==> config.mk <==
export PLATFORM = sky130hd
export DESIGN_NAME = bpci_top
export DESIGN_NICKNAME = d
export VERILOG_FILES = /design/src/shared/bpci_pkg.sv /design/src/hdl/bpci_top.sv
export SDC_FILE = /design/constraint.sdc
export NUM_CORES = 1
export LEC_CHECK = 0
export BUFFER_PORTS_ARGS = -buffer_cell sky130_fd_sc_hd__buf_4
export CAP_MARGIN = 20
export CORE_MARGIN = 2
export CORE_UTILIZATION = 35
export DETAILED_ROUTE_END_ITERATION = 6
export GPL_ROUTABILITY_DRIVEN = 0
export HOLD_SLACK_MARGIN = 0.08
export PLACE_DENSITY_LB_ADDON = 0.3
export SLEW_MARGIN = 20
export SYNTH_ARGS = -nofsm -noshare
export SYNTH_HDL_FRONTEND = slang
export SYNTH_SLANG_ARGS = --single-unit
export TNS_END_PERCENT = 10
==> constraint.sdc <==
create_clock -name ref_clk -period 2.5 [get_ports ref_clk]
set_clock_uncertainty 0.2 [all_clocks]
set_input_delay 0.75 -clock ref_clk [delete_from_list [all_inputs] [get_ports ref_clk]]
set_output_delay 0.75 -clock ref_clk [all_outputs]
set_load 0.01 [all_outputs]
==> src/shared/bpci_pkg.sv <==
// constants for the battery power control interface
// assumes a 50 MHz ref_clk and a free-running 32.768 kHz slow clock pin
package bpci_pkg;
   localparam int unsigned NUM_IN         = 7;
   localparam int unsigned ADDR_W         = 8;

   // register byte offsets, one 32-bit word each
   localparam logic [7:0] OFS_CTRL_STAT   = 8'h00;
   localparam logic [7:0] OFS_LATCH_EN    = 8'h04;
   localparam logic [7:0] OFS_LATCH_CLR   = 8'h08;
   localparam logic [7:0] OFS_INPUT_EN    = 8'h0c;
   localparam logic [7:0] OFS_HOLDOFF     = 8'h10;
   localparam logic [7:0] OFS_POLARITY    = 8'h14;
   localparam logic [7:0] OFS_RISE_FLAGS  = 8'h18;
   localparam logic [7:0] OFS_FALL_FLAGS  = 8'h1c;
   localparam logic [7:0] OFS_BUF_EN      = 8'h20;

   // field positions
   localparam int unsigned BIT_WEEK       = 16;
   localparam int unsigned BIT_RTC        = 17;
   localparam int unsigned BIT_FILT_BYP   = 12;
   localparam int unsigned BIT_FW_SEL     = 11;
   localparam int unsigned BIT_FW_LEVEL   = 10;
   localparam int unsigned BIT_OUT_STAT   = 9;
   localparam int unsigned HOLDOFF_W      = 8;

   // reset values
   localparam logic [6:0] RST_INPUT_EN    = 7'h7f;
   localparam logic [6:0] RST_BUF_EN      = 7'h7f;
   localparam logic [6:0] RST_POLARITY    = 7'h00;
   localparam logic [7:0] RST_HOLDOFF     = 8'h00;

   // timing
   localparam int unsigned SLOW_HZ        = 32768;
   localparam int unsigned TICK_HZ        = 8;
   localparam int unsigned SLOW_PER_TICK  = SLOW_HZ / TICK_HZ;
   localparam int unsigned PRESC_W        = 12;
   localparam int unsigned REF_HZ         = 50000000;
   localparam int unsigned FILT_NS        = 1000;
   localparam int unsigned FILT_CYC       =
      (FILT_NS * (REF_HZ / 1000000) + 999) / 1000;
   localparam int unsigned FILT_W         = 6;
endpackage

==> src/hdl/bpci_top.sv <==
// battery-domain power request logic: wake inputs, alarms, inhibit timer
// assumes all pins are asynchronous to ref_clk; register port is the
// embedded controller's own word bus, read data valid one cycle after rd
//
// Functional notes
// - polarity inversion after filter, before status capture
// - edge detection on filtered signal, pre-inversion
// - polarity bits held in battery-domain flops
// - sticky falling and rising flags per input
// - edges recorded regardless of latch; input enable gates them via the buffer
// - edge detection only while buffer enabled
// - buffer on if input enable or buffer enable
// - rail down forces pins to battery function
// - inhibit holds power request deasserted
// - zero holdoff disables inhibit, no counting
// - inhibit asserts within one slow clock
// - 8 Hz tick, 8-bit count, 125 ms steps
// - reset defaults hardware control, filters, active low
// - firmware driving low returns hardware control
// - firmware control ignores inputs, still reports them
// - nine registers at word offsets 00h to 20h
// - hardware output is enabled inputs or alarms
// - rail good and select gives firmware level
// - optional latch of input assertion until cleared
`timescale 1ns/1ps
module bpci_top
(
   input  wire logic                          ref_clk,
   input  wire logic                          rstn,
   input  wire logic [bpci_pkg::NUM_IN-1:0]   wake_input_n,
   input  wire logic                          week_alarm,
   input  wire logic                          rtc_alarm,
   input  wire logic                          standby_rail_good,
   input  wire logic                          power_on_trigger_n,
   input  wire logic                          slow_clk_32k,
   input  wire logic [bpci_pkg::NUM_IN:0]     pin_mux_gpio_sel,
   output logic      [bpci_pkg::NUM_IN:0]     pin_battery_func,
   output logic                               power_request_out,
   output logic                               holdoff_active,
   input  wire logic [bpci_pkg::ADDR_W-1:0]   reg_addr,
   input  wire logic                          reg_wr,
   input  wire logic                          reg_rd,
   input  wire logic [31:0]                   reg_wdata,
   output logic      [31:0]                   reg_rdata
);
   localparam int unsigned N = bpci_pkg::NUM_IN;
   localparam int unsigned NS = N + 4; // wake, week, rtc, rail, trigger
   // idle pin levels: wake pins and trigger high, alarms and rail low
   localparam logic [NS-1:0] IDLE_IN = {1'b1, 3'b000, {N{1'b1}}};

   // raw async inputs gathered for one synchroniser bank
   logic [NS-1:0] raw_in;
   logic [NS-1:0] sync1_q;
   logic [NS-1:0] sync2_q;
   logic [NS-1:0] sync3_q;
   logic [NS-1:0] clean_q;
   logic          slow1_q;
   logic          slow2_q;
   logic          slow3_q;
   logic          slow_q;
   logic          slow_rise;

   assign raw_in = {power_on_trigger_n, standby_rail_good, rtc_alarm,
                    week_alarm, wake_input_n};

   // three-stage synchronisers; a level counts once stages two and three agree
   always_ff @(posedge ref_clk)
   begin
      if (!rstn)
      begin
         // idle levels, so no false trigger or wake edge after reset
         sync1_q <= IDLE_IN;
         sync2_q <= IDLE_IN;
         sync3_q <= IDLE_IN;
         slow1_q <= 1'b0;
         slow2_q <= 1'b0;
         slow3_q <= 1'b0;
      end
      else
      begin
         sync1_q <= raw_in;
         sync2_q <= sync1_q;
         sync3_q <= sync2_q;
         slow1_q <= slow_clk_32k;
         slow2_q <= slow1_q;
         slow3_q <= slow2_q;
      end
   end

   // agreed levels; inactive defaults keep wake pins and trigger deasserted
   always_ff @(posedge ref_clk)
   begin
      if (!rstn)
      begin
         clean_q <= IDLE_IN;
         slow_q  <= 1'b0;
      end
      else
      begin
         for (int i = 0; i < NS; i++)
         begin
            if (sync2_q[i] == sync3_q[i])
               clean_q[i] <= sync3_q[i];
         end
         if (slow2_q == slow3_q)
            slow_q <= slow3_q;
      end
   end

   assign slow_rise = (slow2_q == slow3_q) && slow3_q && !slow_q;

   logic rail_good;
   logic week_lvl;
   logic rtc_lvl;
   logic trig_n;
   assign rail_good = clean_q[N+2];
   assign week_lvl  = clean_q[N];
   assign rtc_lvl   = clean_q[N+1];
   assign trig_n    = clean_q[N+3];

   // software-visible state, all battery-domain flops
   logic [N-1:0]                     input_en_q;
   logic [N-1:0]                     buf_en_q;
   logic [N-1:0]                     polarity_q;
   logic [N-1:0]                     latch_en_q;
   logic                             week_le_q;
   logic                             rtc_le_q;
   logic [bpci_pkg::HOLDOFF_W-1:0]   holdoff_q;
   logic                             filt_byp_q;
   logic                             fw_sel_q;
   logic                             fw_level_q;

   logic wr_ctrl;
   logic wr_lclr;
   logic wr_rise;
   logic wr_fall;
   assign wr_ctrl = reg_wr && (reg_addr == bpci_pkg::OFS_CTRL_STAT);
   assign wr_lclr = reg_wr && (reg_addr == bpci_pkg::OFS_LATCH_CLR);
   assign wr_rise = reg_wr && (reg_addr == bpci_pkg::OFS_RISE_FLAGS);
   assign wr_fall = reg_wr && (reg_addr == bpci_pkg::OFS_FALL_FLAGS);

   // plain configuration registers
   always_ff @(posedge ref_clk)
   begin
      if (!rstn)
      begin
         input_en_q <= bpci_pkg::RST_INPUT_EN;
         buf_en_q   <= bpci_pkg::RST_BUF_EN;
         polarity_q <= bpci_pkg::RST_POLARITY;
         latch_en_q <= '0;
         week_le_q  <= 1'b0;
         rtc_le_q   <= 1'b0;
         holdoff_q  <= bpci_pkg::RST_HOLDOFF;
         filt_byp_q <= 1'b0;
      end
      else if (reg_wr)
      begin
         unique case (reg_addr)
            bpci_pkg::OFS_LATCH_EN:
            begin
               latch_en_q <= reg_wdata[N-1:0];
               week_le_q  <= reg_wdata[bpci_pkg::BIT_WEEK];
               rtc_le_q   <= reg_wdata[bpci_pkg::BIT_RTC];
            end
            bpci_pkg::OFS_INPUT_EN:  input_en_q <= reg_wdata[N-1:0];
            bpci_pkg::OFS_HOLDOFF:
               holdoff_q <= reg_wdata[bpci_pkg::HOLDOFF_W-1:0];
            bpci_pkg::OFS_POLARITY:  polarity_q <= reg_wdata[N-1:0];
            bpci_pkg::OFS_BUF_EN:    buf_en_q <= reg_wdata[N-1:0];
            bpci_pkg::OFS_CTRL_STAT:
               filt_byp_q <= reg_wdata[bpci_pkg::BIT_FILT_BYP];
            default: ;
         endcase
      end
   end

   // firmware output control; also cleared while the standby rail is down
   always_ff @(posedge ref_clk)
   begin
      if (!rstn || !rail_good)
      begin
         fw_sel_q   <= 1'b0;
         fw_level_q <= 1'b0;
      end
      else if (wr_ctrl)
      begin
         fw_level_q <= reg_wdata[bpci_pkg::BIT_FW_LEVEL];
         // driving low under firmware hands control back to hardware
         fw_sel_q   <= reg_wdata[bpci_pkg::BIT_FW_SEL] &&
                       reg_wdata[bpci_pkg::BIT_FW_LEVEL];
      end
   end

   // per-input filter, edge detection, polarity and latch
   logic [N-1:0] filt;
   logic [N-1:0] buf_on;
   logic [N-1:0] asserted;
   logic [N-1:0] prev_q;
   logic [N-1:0] rise_q;
   logic [N-1:0] fall_q;
   logic [N-1:0] latch_q;
   logic [N-1:0] eff_in;

   genvar g;
   generate
      for (g = 0; g < N; g++)
      begin : g_in
         logic [bpci_pkg::FILT_W-1:0] cnt_q;
         logic                        stab_q;

         // glitch filter: level must hold for the filter time
         always_ff @(posedge ref_clk)
         begin
            if (!rstn)
            begin
               cnt_q  <= '0;
               stab_q <= 1'b1;
            end
            else if (clean_q[g] == stab_q)
               cnt_q <= '0;
            else if (cnt_q == bpci_pkg::FILT_W'(bpci_pkg::FILT_CYC - 1))
            begin
               cnt_q  <= '0;
               stab_q <= clean_q[g];
            end
            else
               cnt_q <= cnt_q + 1'b1;
         end

         assign filt[g]     = filt_byp_q ? clean_q[g] : stab_q;
         assign buf_on[g]   = input_en_q[g] | buf_en_q[g];
         // polarity 0 = active low pin
         assign asserted[g] = filt[g] ^ ~polarity_q[g];
         assign eff_in[g]   = asserted[g] | (latch_en_q[g] & latch_q[g]);

         // edge flags use the pre-inversion level; set wins over clear
         always_ff @(posedge ref_clk)
         begin
            if (!rstn)
            begin
               prev_q[g] <= 1'b1;
               rise_q[g] <= 1'b0;
               fall_q[g] <= 1'b0;
            end
            else
            begin
               // level always tracked, so a change while off flags nothing
               prev_q[g] <= filt[g];
               if (buf_on[g] && filt[g] && !prev_q[g])
                  rise_q[g] <= 1'b1;
               else if (wr_rise && reg_wdata[g])
                  rise_q[g] <= 1'b0;
               if (buf_on[g] && !filt[g] && prev_q[g])
                  fall_q[g] <= 1'b1;
               else if (wr_fall && reg_wdata[g])
                  fall_q[g] <= 1'b0;
            end
         end

         // assertion latch, held until firmware clears it
         always_ff @(posedge ref_clk)
         begin
            if (!rstn)
               latch_q[g] <= 1'b0;
            else if (latch_en_q[g] && asserted[g])
               latch_q[g] <= 1'b1;
            else if (wr_lclr && reg_wdata[g])
               latch_q[g] <= 1'b0;
         end
      end
   endgenerate

   // alarm latches, same set-wins rule
   logic week_lat_q;
   logic rtc_lat_q;
   always_ff @(posedge ref_clk)
   begin
      if (!rstn)
      begin
         week_lat_q <= 1'b0;
         rtc_lat_q  <= 1'b0;
      end
      else
      begin
         if (week_le_q && week_lvl)
            week_lat_q <= 1'b1;
         else if (wr_lclr && reg_wdata[bpci_pkg::BIT_WEEK])
            week_lat_q <= 1'b0;
         if (rtc_le_q && rtc_lvl)
            rtc_lat_q <= 1'b1;
         else if (wr_lclr && reg_wdata[bpci_pkg::BIT_RTC])
            rtc_lat_q <= 1'b0;
      end
   end

   // power-on inhibit timer: prescaler restarts on trigger for exact length
   logic                             trig_prev_q;
   logic                             trig_fall;
   logic [bpci_pkg::PRESC_W-1:0]     presc_q;
   logic [bpci_pkg::HOLDOFF_W-1:0]   tick_cnt_q;
   logic                             inhibit_q;
   logic                             tick;

   assign trig_fall = trig_prev_q && !trig_n;
   assign tick = slow_rise &&
      (presc_q == bpci_pkg::PRESC_W'(bpci_pkg::SLOW_PER_TICK - 1));

   always_ff @(posedge ref_clk)
   begin
      if (!rstn)
      begin
         trig_prev_q <= 1'b1;
         presc_q     <= '0;
         tick_cnt_q  <= '0;
         inhibit_q   <= 1'b0;
      end
      else
      begin
         trig_prev_q <= trig_n;
         if (holdoff_q == '0)
         begin
            inhibit_q  <= 1'b0;
            presc_q    <= '0;
            tick_cnt_q <= '0;
         end
         else if (trig_fall)
         begin
            // set within a few ref cycles, well inside one slow cycle
            inhibit_q  <= 1'b1;
            presc_q    <= '0;
            tick_cnt_q <= '0;
         end
         else if (inhibit_q && slow_rise)
         begin
            presc_q <= tick ? '0 : presc_q + 1'b1;
            if (tick)
            begin
               tick_cnt_q <= tick_cnt_q + 1'b1;
               if (tick_cnt_q + 1'b1 == holdoff_q)
                  inhibit_q <= 1'b0;
            end
         end
      end
   end

   // output selection
   logic hw_req;
   assign hw_req = |(input_en_q & eff_in)
                 | week_lvl | (week_le_q & week_lat_q)
                 | rtc_lvl  | (rtc_le_q & rtc_lat_q);

   always_ff @(posedge ref_clk)
   begin
      if (!rstn)
         power_request_out <= 1'b0;
      else if (inhibit_q)
         power_request_out <= 1'b0;
      else if (rail_good && fw_sel_q)
         power_request_out <= fw_level_q;
      else
         power_request_out <= hw_req;
   end

   assign holdoff_active = inhibit_q;
   // gpio mux only honoured while the standby rail is good
   assign pin_battery_func = rail_good ? ~pin_mux_gpio_sel : '1;

   // status word: latched or live asserted state, after polarity
   logic [31:0] stat_word;
   always_comb
   begin
      stat_word = '0;
      stat_word[N-1:0] = latch_en_q & latch_q | ~latch_en_q & asserted;
      stat_word[bpci_pkg::BIT_OUT_STAT] = power_request_out;
      stat_word[bpci_pkg::BIT_FW_LEVEL] = fw_level_q;
      stat_word[bpci_pkg::BIT_FW_SEL] = fw_sel_q;
      stat_word[bpci_pkg::BIT_FILT_BYP] = filt_byp_q;
      stat_word[bpci_pkg::BIT_WEEK] = week_lat_q;
      stat_word[bpci_pkg::BIT_RTC] = rtc_lat_q;
   end

   // registered read data; unmapped and write-only offsets read zero
   always_ff @(posedge ref_clk)
   begin
      if (!rstn)
         reg_rdata <= '0;
      else if (reg_rd)
      begin
         reg_rdata <= '0;
         unique case (reg_addr)
            bpci_pkg::OFS_CTRL_STAT:  reg_rdata <= stat_word;
            bpci_pkg::OFS_LATCH_EN:
            begin
               reg_rdata[N-1:0] <= latch_en_q;
               reg_rdata[bpci_pkg::BIT_WEEK] <= week_le_q;
               reg_rdata[bpci_pkg::BIT_RTC] <= rtc_le_q;
            end
            bpci_pkg::OFS_INPUT_EN:   reg_rdata[N-1:0] <= input_en_q;
            bpci_pkg::OFS_HOLDOFF:
               reg_rdata[bpci_pkg::HOLDOFF_W-1:0] <= holdoff_q;
            bpci_pkg::OFS_POLARITY:   reg_rdata[N-1:0] <= polarity_q;
            bpci_pkg::OFS_RISE_FLAGS: reg_rdata[N-1:0] <= rise_q;
            bpci_pkg::OFS_FALL_FLAGS: reg_rdata[N-1:0] <= fall_q;
            bpci_pkg::OFS_BUF_EN:     reg_rdata[N-1:0] <= buf_en_q;
            default: ;
         endcase
      end
   end
endmodule

Word level (Yosys, flattened, before mapping)
Cells that the tools add are included.

Multiplexer cells: 64. Reduce and logical (&&, ||, !) cells: 144. Equal/unequal tests: 36. Add/subtract/negate cells: 9. Bitwise logic cells: 55.

Operators with widths (number): 1-bit logical AND (71); 1-bit two-way mux (59); 7-bit one-hot mux with 8 select lines (1); 2-bit nonzero test (26); 6-bit by 1-bit adder with 6-bit output, second input constant (7); 6-bit == test, second input constant (7); 8-bit by 5-bit == test with 1-bit output, second input constant (4); 2-bit AND reduction (14); 3-bit OR reduction (8); 7-bit AND (3); 1-bit == test (19); 1-bit logical NOT (18); 1-bit bitwise OR (18); 8-bit by 4-bit == test with 1-bit output, second input constant (2); 8-bit logical NOT (2); 1-bit NOT (15); 12-bit by 1-bit adder with 12-bit output, second input constant (1); 12-bit == test, second input constant (1); 12-bit two-way mux (1); 1-bit AND (9); 8-bit by 1-bit adder with 8-bit output, second input constant (1); 8-bit by 3-bit == test with 1-bit output, second input constant (1); 8-bit by 6-bit == test with 1-bit output, second input constant (1); 8-bit == test (1); 11 further kinds (18).

Logic and storage cells: 386. Bits in registers: 209. Input bits: 64.

Logic depth before layout (Yosys ltp)
Gate-level depths: netlist of run 1.

Depth in word-level cells: 10. Mapped depth: 7. Depth with buffers taken out: 6.

Worst setup path before layout of run 1
Ideal clock, no wire load.

Path type: input-to-reg. From: in reg_addr[4] in the netlist's numbering. To: reg latch_q[0]. Library setup time: 0.118 ns. Path buffers: 0. Stages on the path: 5. Setup slack: 0.234 ns. Data arrival time: 1.948 ns. Path through: or4_4 -> nor4_4 -> nand2_1 -> a22oi_1 -> nor2b_1.

Cells in the longest elaborated chain, start to end: 4.

RTL lines: from (decl) (line bpci_top.sv:40) `input wire logic [bpci_pkg::ADDR_W-1:0] reg_addr,`; 8-bit by 4-bit == test with 1-bit output (line bpci_top.sv:138) `assign wr_lclr = reg_wr && (reg_addr == bpci_pkg::OFS_LATCH_CLR);`; 1-bit logical AND (line bpci_top.sv:138); 1-bit logical AND (line bpci_top.sv:267) `else if (wr_lclr && reg_wdata[g])`; 2-bit nonzero test (no line); to (signal, indexed assignment) (line bpci_top.sv:264) `latch_q[g] <= 1'b0;`; to (signal, indexed assignment) (line bpci_top.sv:266) `latch_q[g] <= 1'b1;`; to (signal, indexed assignment) (line bpci_top.sv:268) `latch_q[g] <= 1'b0;`; to (decl) (line bpci_top.sv:201) `logic [N-1:0] latch_q;`.

Every way passes these cells. A chain may end at the register's enable or synchronous reset.

Worst setup path after layout of run 1
From: reg clean_q[9]. To: out pin_battery_func[7] in the netlist's numbering.

Cells in the longest elaborated chain, start to end: 1.

RTL lines: from (decl) (line bpci_top.sv:56) `logic [NS-1:0] clean_q;`; from (signal, indexed assignment) (line bpci_top.sv:103) `clean_q[i] <= sync3_q[i];`; 8-bit two-way mux (line bpci_top.sv:366) `assign pin_battery_func = rail_good ? ~pin_mux_gpio_sel : '1;`; to (decl) (line bpci_top.sv:37) `output logic [bpci_pkg::NUM_IN:0] pin_battery_func,`.

Every way passes these cells.

==> flow_summary.yaml, run 1 <==
worst_hold_path:
  hold_end: "sync2_q[1]"
  hold_class: "register to register"
  holdPathStages: 1
  hold_start: "sync1_q[1]"
clocking:
  cts_htree_levels: 1
  cts.sinks: 205
  cts_inserted_buffers: 22
  worstSkewPairLatency_ns: 0.51
  cts_root_buf: "clkbuf_16"
  post_cts_buffers: 0
  clk_transition_reported_paths_ns: 0.06
  ctsLongestPathBuffers: 3
  postCtsHoldBufs: 0
  tritoncts: "yes"
  cts_resized: 0
drt:
  wl_per_cell_um: 14.5
  first_pass_iters: 5
  drt_iter0_markers: 452
  drc: 0
  vias_per_cell: 4.89
  num_vias: 7089
  ant_nets: 0
  wirelength_um: 21000
worst_setup_path:
  worstSetupPathType: "register to output pin"
  reg2reg_from: "tick_cnt_q[0]"
  worst-path-max-fanout: 12
  crit_path_end_kind: "output pin"
  arrival_ns: 1.32
  worst_setup_path_start_kind: "register"
  path_cells: "nand2_1 > buf_4"
  cp.depth: 2
  rr_worst_depth: 6
  reg2reg_to: "holdoff_active"
  cp.required_ns: 1.55
  reg2reg_slack_ns: 0.35
  worst-path-buf-inv: 1
  max_stage_delay_ns: 0.57
  cp_top_family: "flip-flops"
  slowest_stage: "dfxtp_1"
synth:
  ys_seq_elements: 205
  synth_edf_count: 0
  synth_top_area_cell: "dfxtp_1"
  avgSynthCellArea_um2: 8.97
  synth_compound_area_share_pct: 9.58
  synthAdderAreaFrac_pct: 2.35
  synth-simple-area-share_pct: 26.4
  synth_ff_type: "dfxtp_1"
  synth.area.top_cells: "dfxtp_1 (45%), nand2_1 (4.9%), mux2i_1 (4.8%), xor2_1 (4.1%), nor2_1 (3.8%)"
  synth_top_area_share_pct: 45.3
  synth_cell_types: 60
  synth_xor_area_share_pct: 6.67
  yosysSeqAreaShare_pct: 45.3
  synth_top_family_by_area: "simple AND/OR/NAND/NOR gates"
  async_reset_ff_share_pct: 0
  syn-instance-count: 1009
  synthMuxAreaShare_pct: 5.50
  syn_area_um2: 9050
  yosys_warnings: 0
global_route:
  grt_pass1_vias: 6796
  groute.usage.overall_pct: 15.7
  antenna_found_initial: 0
  grt_first_pass_wirelength_um: 34500
  overflow: 0
  grt_max_degree: 77
placement:
  port-buffer-count: 68
  hpwl_um: 15200
  placed_area_um2: 10100
  dpl_worst_slack_ns: -0.0563
cells_and_area:
  fillers: 2504
  fin_nets: 1189
  area_delta_synth_final_pct: 19.8
  fin_area_um2: 10800
  num_antenna_cells: 0
  drive_above_1_share_pct: 15.5
pwr:
  power.ir.vdd_worst_uv: 521
  p_leak_nw: 4.11
  p_per_area_nw_per_um2: 625
floorplan:
  die_width_um: 165
  dieArea_um2: 27200
  fp-row-count: 58
  core_area_um2: 25300
  die_height_um: 165
  initial_core_util_pct: 35.8
  pin_count: 106
timing:
  fin_crit_ns: 2.27
  finalHoldViolations: 0
  setup_violations: 0
  setup_ws_ns: 0.229
  rsz0062_at_grt: "no"
  period_share_pct: 90.9
  max_freq_mhz: 440
  maxSlewViolCount: 0
run:
  cap_violations: 0
status:
  status: "finished, final reports clean"
through the flow:
stage          TNS (ns)  hold slack (ns)  power, mW  instances  utilization [%]
2_1_floorplan         0            0.186       3.53       1026                -
3_3_place_gp     -0.235            0.194       3.63       1414             40.0
3_5_place_dp     -0.352            0.192       3.63       1414             40.0
4_1_cts               0            0.197       6.87       1449             42.8
5_1_grt               0            0.226       7.04       1449             42.8
6_report              0            0.190       6.78       1449             42.8
cells in the mapped netlist, types with 3 or more instances:
master and number:
mux2i_1 43, and2_1 21, nor4_1 3, nand4b_1 4, and3_1 8, a41oi_1 3
a211oi_1 3, a21boi_1 3, nor4_2 4, nor3b_1 4, clkbuf_1 32, nor2_1 92
dfxtp_1 205, xnor2_1 27, xor2_1 42, a21oi_1 27, o21ai_0 32, nand2b_1 35
a21boi_0 23, inv_1 13, buf_2 7, nand2_1 118, o22ai_1 3, ha_1 17
nor3_1 16, nand4_1 10, buf_4 19, a21o_1 4, o211ai_1 9, nand3b_1 11
or2_2 5, a22oi_1 13, nor2b_1 46, nand3_1 65, a31oi_1 8, a221oi_1 3
sequential cells by signal, summed over array words and instances (netlist names), 8 cells and up:
register    flops
holdoff_q       8
g_in.cnt_q     42
clean_q        11
sync1_q        11
sync2_q        11
tick_cnt_q      8
reg_rdata      14
sync3_q        11
presc_q        12
per-layer routing:
metal | vias up | track usage, % | share of wire, %
met1 | 3328 | 21.6 | 48
met5 | - | 0 | 0
li1 | 3609 | - | -
met4 | 0 | 3.64 | 2.0
met3 | 33 | 2.46 | 4.2
met2 | 119 | 25.7 | 46
power breakdown:
group | switching [mW] | leakage, nW | internal [mW] | total, mW
logic | 0.143 | 2.10 | 0.115 | 0.257
registers | 0.0113 | 1.66 | 3.29 | 3.30
clock network | 1.28 | 0.346 | 1.94 | 3.22
total | 1.44 | 4.11 | 5.34 | 6.78
layout by cell type (no fill, tap or decap), drive strengths merged, types with 5 or more instances in the layout:
cell type	instances
o211ai	9
mux2i	43
or2	5
and2	22
clkbuf	30
a31oi	8
a21boi	26
nand2b	35
nand3	67
nor2b	46
nand2	118
o21ai	32
xor2	42
and3	8
buf	120
nand4	10
nand3b	11
conb	18
nor4	9
dfxtp	205
a21oi	27
nor2	93
xnor2	27
nor3	17
ha	17
inv	14
a22oi	13
worst max-delay path by stage:
stage,start,slack [ns],end
after global placement,reg_addr[4],-0.04,polarity_q[2]
after global routing,clean_q[9],0.12,pin_battery_func[5]
final,clean_q[9],0.23,pin_battery_func[7]
after detailed placement,reg_addr[4],-0.06,polarity_q[2]
after CTS,clean_q[9],0.21,pin_battery_func[4]
after floorplan,reg_addr[4],0.23,latch_q[0]
cell type report:
class | instances | area, µm² | share of cell area (%)
multi-input combinational | 746 | 4640 | 42.8
sequential | 205 | 4100 | 37.8
timing repair buffer | 120 | 938 | 8.65
inverter | 13 | 48.8 | 0.450
tap | 330 | 413 | 3.81
clock inverter | 5 | 81.3 | 0.750
clock buffer | 30 | 622 | 5.73
cell families (layout without fill, tap and decap cells):
family	count (synthesis)	count (layout)
adders and majority gates	17	17
other	1	18
xor gates and xnor gates	69	69
AOI/OAI and AO/OA	135	135
muxes	47	47
buffers and inverters	75	168
DFF	205	205
and+or+nand+nor	460	460
Power figures use the tool's default switching activity.
==> run 2, diff against run 1 <==
Settings changed: CORE_MARGIN 2 to not set.
Clock period 2.5 ns to 2.8 ns, I/O delays scaled along.
==> run 2 against run 1 <==
  * Worst hold slack improved by 0.014 ns
  * Clock power fell by 5%
  * Via count fell by 1.8%
  * Die area fell by 2.4%
  * First-iteration DRC count fell by 2.9%
  * Highest routed layer unchanged
  * Cell area fell by 1.1%
  * Sequential power fell by 11%
  * Power fell by 8.1%
  * Cell count fell by 1.3%
  * Sequential share of layout area rose by 0.43 points
  * Global-route usage rose by 0.39 points
==> flow_summary.yaml, run 2 (synthesis gave the netlist of run 1 again) <==
worst_hold_path:
  holdPathStages: 1
  hold_class: "register to register"
  hold_end: "sync2_q[3]"
  hold_start: "sync1_q[3]"
timing:
  fin_crit_ns: 2.38
  worst_pin_slew_ns: 0.555
  finalHoldViolations: 0
  tns_ns: 0
  max_freq_mhz: 421
  rsz0062_at_grt: "no"
  maxSlewViolCount: 0
  period_share_pct: 84.9
  slew_headroom_pct: 63.0
  setup_violations: 0
worst_setup_path:
  worst-path-max-fanout: 12
  worstSetupPathType: "register to output pin"
  rr_worst_depth: 6
  cp.required_ns: 1.76
  reg2reg_slack_ns: 0.56
  reg2reg_from: "tick_cnt_q[0]"
  slowest_stage: "dfxtp_1"
  reg2reg_to: "holdoff_active"
  path_cells: "nand2_1 > buf_4"
  worst_setup_path_start_kind: "register"
  arrival_ns: 1.34
  max_stage_delay_ns: 0.55
  crit_path_end_kind: "output pin"
clocking:
  postCtsHoldBufs: 0
  cts_htree_levels: 1
  cts_root_buf: "clkbuf_16"
  ctsLongestPathBuffers: 3
  cts.sinks: 205
  cts_inserted_buffers: 23
  clk_transition_reported_paths_ns: 0.06
  worstSkewPairLatency_ns: 0.51
  tritoncts: "yes"
  post_cts_buffers: 0
  cts_resized: 0
cells_and_area:
  largest_reg_flops: 42
  fillers: 2509
  fin_nets: 1167
  mostFrequentLayoutCells: "dfxtp_1 (205), nand2_1 (118), buf_4 (95)"
  reg_top3: "g_in.cnt_q: 42 flops, reg_rdata: 14 flops, presc_q: 12 flops"
  top_register: "g_in.cnt_q"
  final_util_pct: 42.5
  final_cells: 1430
  num_antenna_cells: 0
  area_delta_synth_final_pct: 18.4
  drive_above_1_share_pct: 14.3
  final_common_cell: "dfxtp_1"
drt:
  drc: 0
  vias_per_cell: 4.87
  ant_nets: 0
  first_pass_iters: 5
  wl_per_cell_um: 14.8
  num_vias: 6964
  wirelength_um: 21100
  drt_iter0_markers: 439
status:
  status: "finished, final reports clean"
placement:
  hpwl_um: 14500
  port-buffer-count: 68
  dpl.cell_count: 1391
floorplan:
  core_area_um2: 25300
  pin_count: 106
  die_height_um: 163
  fp-row-count: 58
  initial_core_util_pct: 35.9
  die_width_um: 163
  dieArea_um2: 26500
global_route:
  groute.usage.overall_pct: 16.1
  use_met3_pct: 2.65
  top_usage_layer: "met2"
  grt_use_met2_pct: 26.1
  grt_first_pass_wirelength_um: 34100
  grt_pass1_vias: 6387
  overflow: 0
  antenna_found_initial: 0
  grt_use_met1_pct: 21.8
  grt_max_degree: 134
pwr:
  p_sw_mw: 1.32
  p_leak_nw: 4.02
  clockPowerShare_pct: 49.1
  power.ir.vdd_worst_uv: 342
  switching_share_pct: 21.2
  seq_power_share_pct: 47.3
  power_frac_comb_pct: 3.5
  internal_power_mw: 4.91
  p_per_area_nw_per_um2: 581
run:
  cap_violations: 0
[run 2: worst max-delay path: cells and delay by family (launching register included)]
kind,cells,cell delay [ns]
flip-flops,1,0.55
buffers and inverters,1,0.16
AND/OR/NAND/NOR,1,0.11
[run 2: layer usage]
metal | share of wire (%) | vias to the layer above
met5 | 0 | -
met4 | 2.2 | 0
met3 | 4.4 | 32
met2 | 46 | 125
met1 | 48 | 3248
li1 | - | 3559
[run 2: per-stage QoR]
stage          worst slack, ns  hold WS (ns)  power, mW  area, µm²
2_1_floorplan            0.444         0.186       3.16       9120
4_1_cts                  0.406         0.210       6.31      10700
5_1_grt                  0.353         0.231       6.45      10700
6_report                 0.423         0.204       6.23      10700
3_5_place_dp             0.151         0.196       3.24       9960
3_3_place_gp             0.139         0.190       3.23       9960
[run 2: worst max path at each step]
stage / depth (start not counted) / to / start / slack [ns]
CTS: 2 / pin_battery_func[0] / clean_q[9] / 0.41
finish: 2 / pin_battery_func[0] / clean_q[9] / 0.42
global route: 2 / pin_battery_func[0] / clean_q[9] / 0.35
global placement: 6 / holdoff_q[6] / reg_addr[2] / 0.14
detailed placement: 6 / holdoff_q[2] / reg_addr[2] / 0.15
floorplan: 5 / latch_q[0] / reg_addr[4] / 0.44
[run 2: power groups by stage]
stage / combinational, mW / sequential (mW) / clock (mW)
finish: 0.221 / 2.95 / 3.06
global route: 0.239 / 2.95 / 3.26
CTS: 0.223 / 2.95 / 3.13
detailed placement: 0.222 / 3.01 / 0
global placement: 0.220 / 3.01 / 0
floorplan: 0.144 / 3.01 / 0
[run 2: area by class of cell]
cell class              instances  area [µm²]  share of cell area [%]
multi-input cells             746        4640                    43.3
well taps                     330         413                    3.85
clock buffers                  29         638                    5.95
repair buffers                 97         753                    7.02
inverters                      13        48.8                   0.455
flip-flops and latches        205        4100                    38.3
clock inverters                10         128                    1.19
==> run 3, diff against run 2 <==
Clock period 2.8 ns to 1.9 ns, I/O delays scaled along.
==> run 3 against run 2 <==
  * Register-to-register slack worse by 0.50 ns
  * Combinational power rose by 79%
  * Sequential cell count unchanged
  * Cell count rose by 5.7%
  * Utilization rose by 3.4 points
  * Die area did not move
  * Sequential share of layout area fell by 2.8 points
  * Setup slack got worse by 0.41 ns
  * Power up 52%
  * Via count increased by 5.2%
  * Clock-buffer cell count up 1
  * Global-route usage is 0.24 points higher
  * Critical path type unchanged
  * Critical endpoint is now pin_battery_func[1]
==> flow_summary.yaml, run 3 (synthesis gave the netlist of run 1 again) <==
clocking:
  cts_root_buf: "clkbuf_16"
  cts.sinks: 205
  worstSkewPairLatency_ns: 0.51
  clk_transition_reported_paths_ns: 0.06
  tritoncts: "yes"
  cts_inserted_buffers: 23
  ctsLongestPathBuffers: 3
  cts_htree_levels: 1
worst_setup_path:
  max_stage_delay_ns: 0.41
  path_cells: "nand2_1 > buf_4"
  cp.required_ns: 1.13
  worst-path-max-fanout: 12
  crit_path_end_kind: "output pin"
  worstSetupPathType: "register to output pin"
  reg2reg_slack_ns: 0.06
  arrival_ns: 1.12
  reg2reg_from: "filt_byp_q"
  slowest_stage: "dfxtp_4"
  rr_worst_depth: 8
  worst_setup_path_start_kind: "register"
  reg2reg_to: "power_request_out"
floorplan:
  fp-row-count: 58
  die_height_um: 163
  pin_count: 106
  core_area_um2: 25300
  initial_core_util_pct: 35.9
  die_width_um: 163
  dieArea_um2: 26500
run:
  cap_violations: 0
cells_and_area:
  fillers: 2470
  top_register: "g_in.cnt_q"
  mostFrequentLayoutCells: "dfxtp_1 (202), buf_4 (159), nand2_1 (117)"
  seq_area_um2: 4110
  num_antenna_cells: 0
  reg_top3: "g_in.cnt_q: 42 flops, reg_rdata: 14 flops, presc_q: 12 flops"
  fin_nets: 1248
  drive_above_1_share_pct: 20.8
  final_common_cell: "dfxtp_1"
  largest_reg_flops: 42
  multi_input_area_um2: 4750
  final_cells: 1511
  area_delta_synth_final_pct: 27.9
timing:
  period_share_pct: 99.3
  maxSlewViolCount: 0
  holdWs_ns: 0.125
  tns_ns: 0
  setup_violations: 0
  fin_crit_ns: 1.89
  rsz0062_at_grt: "yes"
  finalHoldViolations: 0
  max_freq_mhz: 530
worst_hold_path:
  hold_end: "filt_byp_q"
  holdPathStages: 3
  hold_class: "input pin to register"
  hold_start: "reg_wdata[12]"
drt:
  drc: 0
  vias_per_cell: 4.85
  ant_nets: 0
  num_vias: 7323
  first_pass_iters: 5
  wirelength_um: 21500
  drt_iter0_markers: 360
  wl_per_cell_um: 14.2
global_route:
  overflow: 0
  grt_max_degree: 117
  groute.usage.overall_pct: 16.3
  grt_first_pass_wirelength_um: 35000
  grt_pass1_vias: 7009
  antenna_found_initial: 0
pwr:
  p_leak_nw: 4.48
  p_per_area_nw_per_um2: 816
  power.ir.vdd_worst_uv: 637
  power_mw: 9.45
placement:
  port-buffer-count: 68
  dpl.cell_count: 1457
  hpwl_um: 15500
status:
  status: "finished, final reports clean"
[run 3: what timing repair did]
item	CTS	global route
gates resized for setup	9	16
hold endpoints to repair	12	0
hold buffers	12	0
pin swaps	2	3
endpoints found under the setup margin	13	28
setup buffers	0	3
[run 3: report_power, final]
part,internal (mW),switching [mW]
Sequential,4.33,0.0150
Combinational,0.196,0.199
Clock,2.98,1.73
[run 3: how the worst max path moves through the flow]
stage	from	to	depth (start not counted)
3_5_place_dp	reg_addr[4]	rtc_lat_q	7
2_1_floorplan	reg_addr[4]	latch_q[0]	5
6_report	clean_q[9]	pin_battery_func[1]	2
5_1_grt	clean_q[9]	pin_battery_func[6]	2
4_1_cts	clean_q[9]	pin_battery_func[4]	2
3_3_place_gp	reg_addr[4]	rtc_lat_q	7
[run 3: layout make-up]
type                       count  area share (%)
tap                          330            3.57
clock buffer                  30            5.72
multi-input combinational    746            41.0
inverter                      13           0.421
sequential                   205            35.5
clock inverter                 9            1.32
timing repair buffer         178            12.5
[run 3: stage by stage]
step	utilization (%)	cell area (µm²)	setup slack, ns
finish	45.9	11600	0.0129
global route	45.9	11600	-0.0492
CTS	45.4	11500	-0.0152
detailed placement	41.6	10500	-0.453
global placement	41.6	10500	-0.440
floorplan	-	9120	-0.186
[run 3: worst max-delay path: cells and delay by family (launching register included)]
family | cells | cell delay (ns)
AND/OR/NAND/NOR | 1 | 0.06
buffers and inverters | 1 | 0.14
flip-flops | 1 | 0.41
[run 3: per-layer routing]
layer | routed length (µm) | vias up | track usage, %
met5 | 0 | - | 0
met4 | 574 | 0 | 5.01
met3 | 813 | 35 | 2.55
met2 | 10100 | 143 | 27.3
met1 | 9940 | 3422 | 21.4
li1 | - | 3723 | -
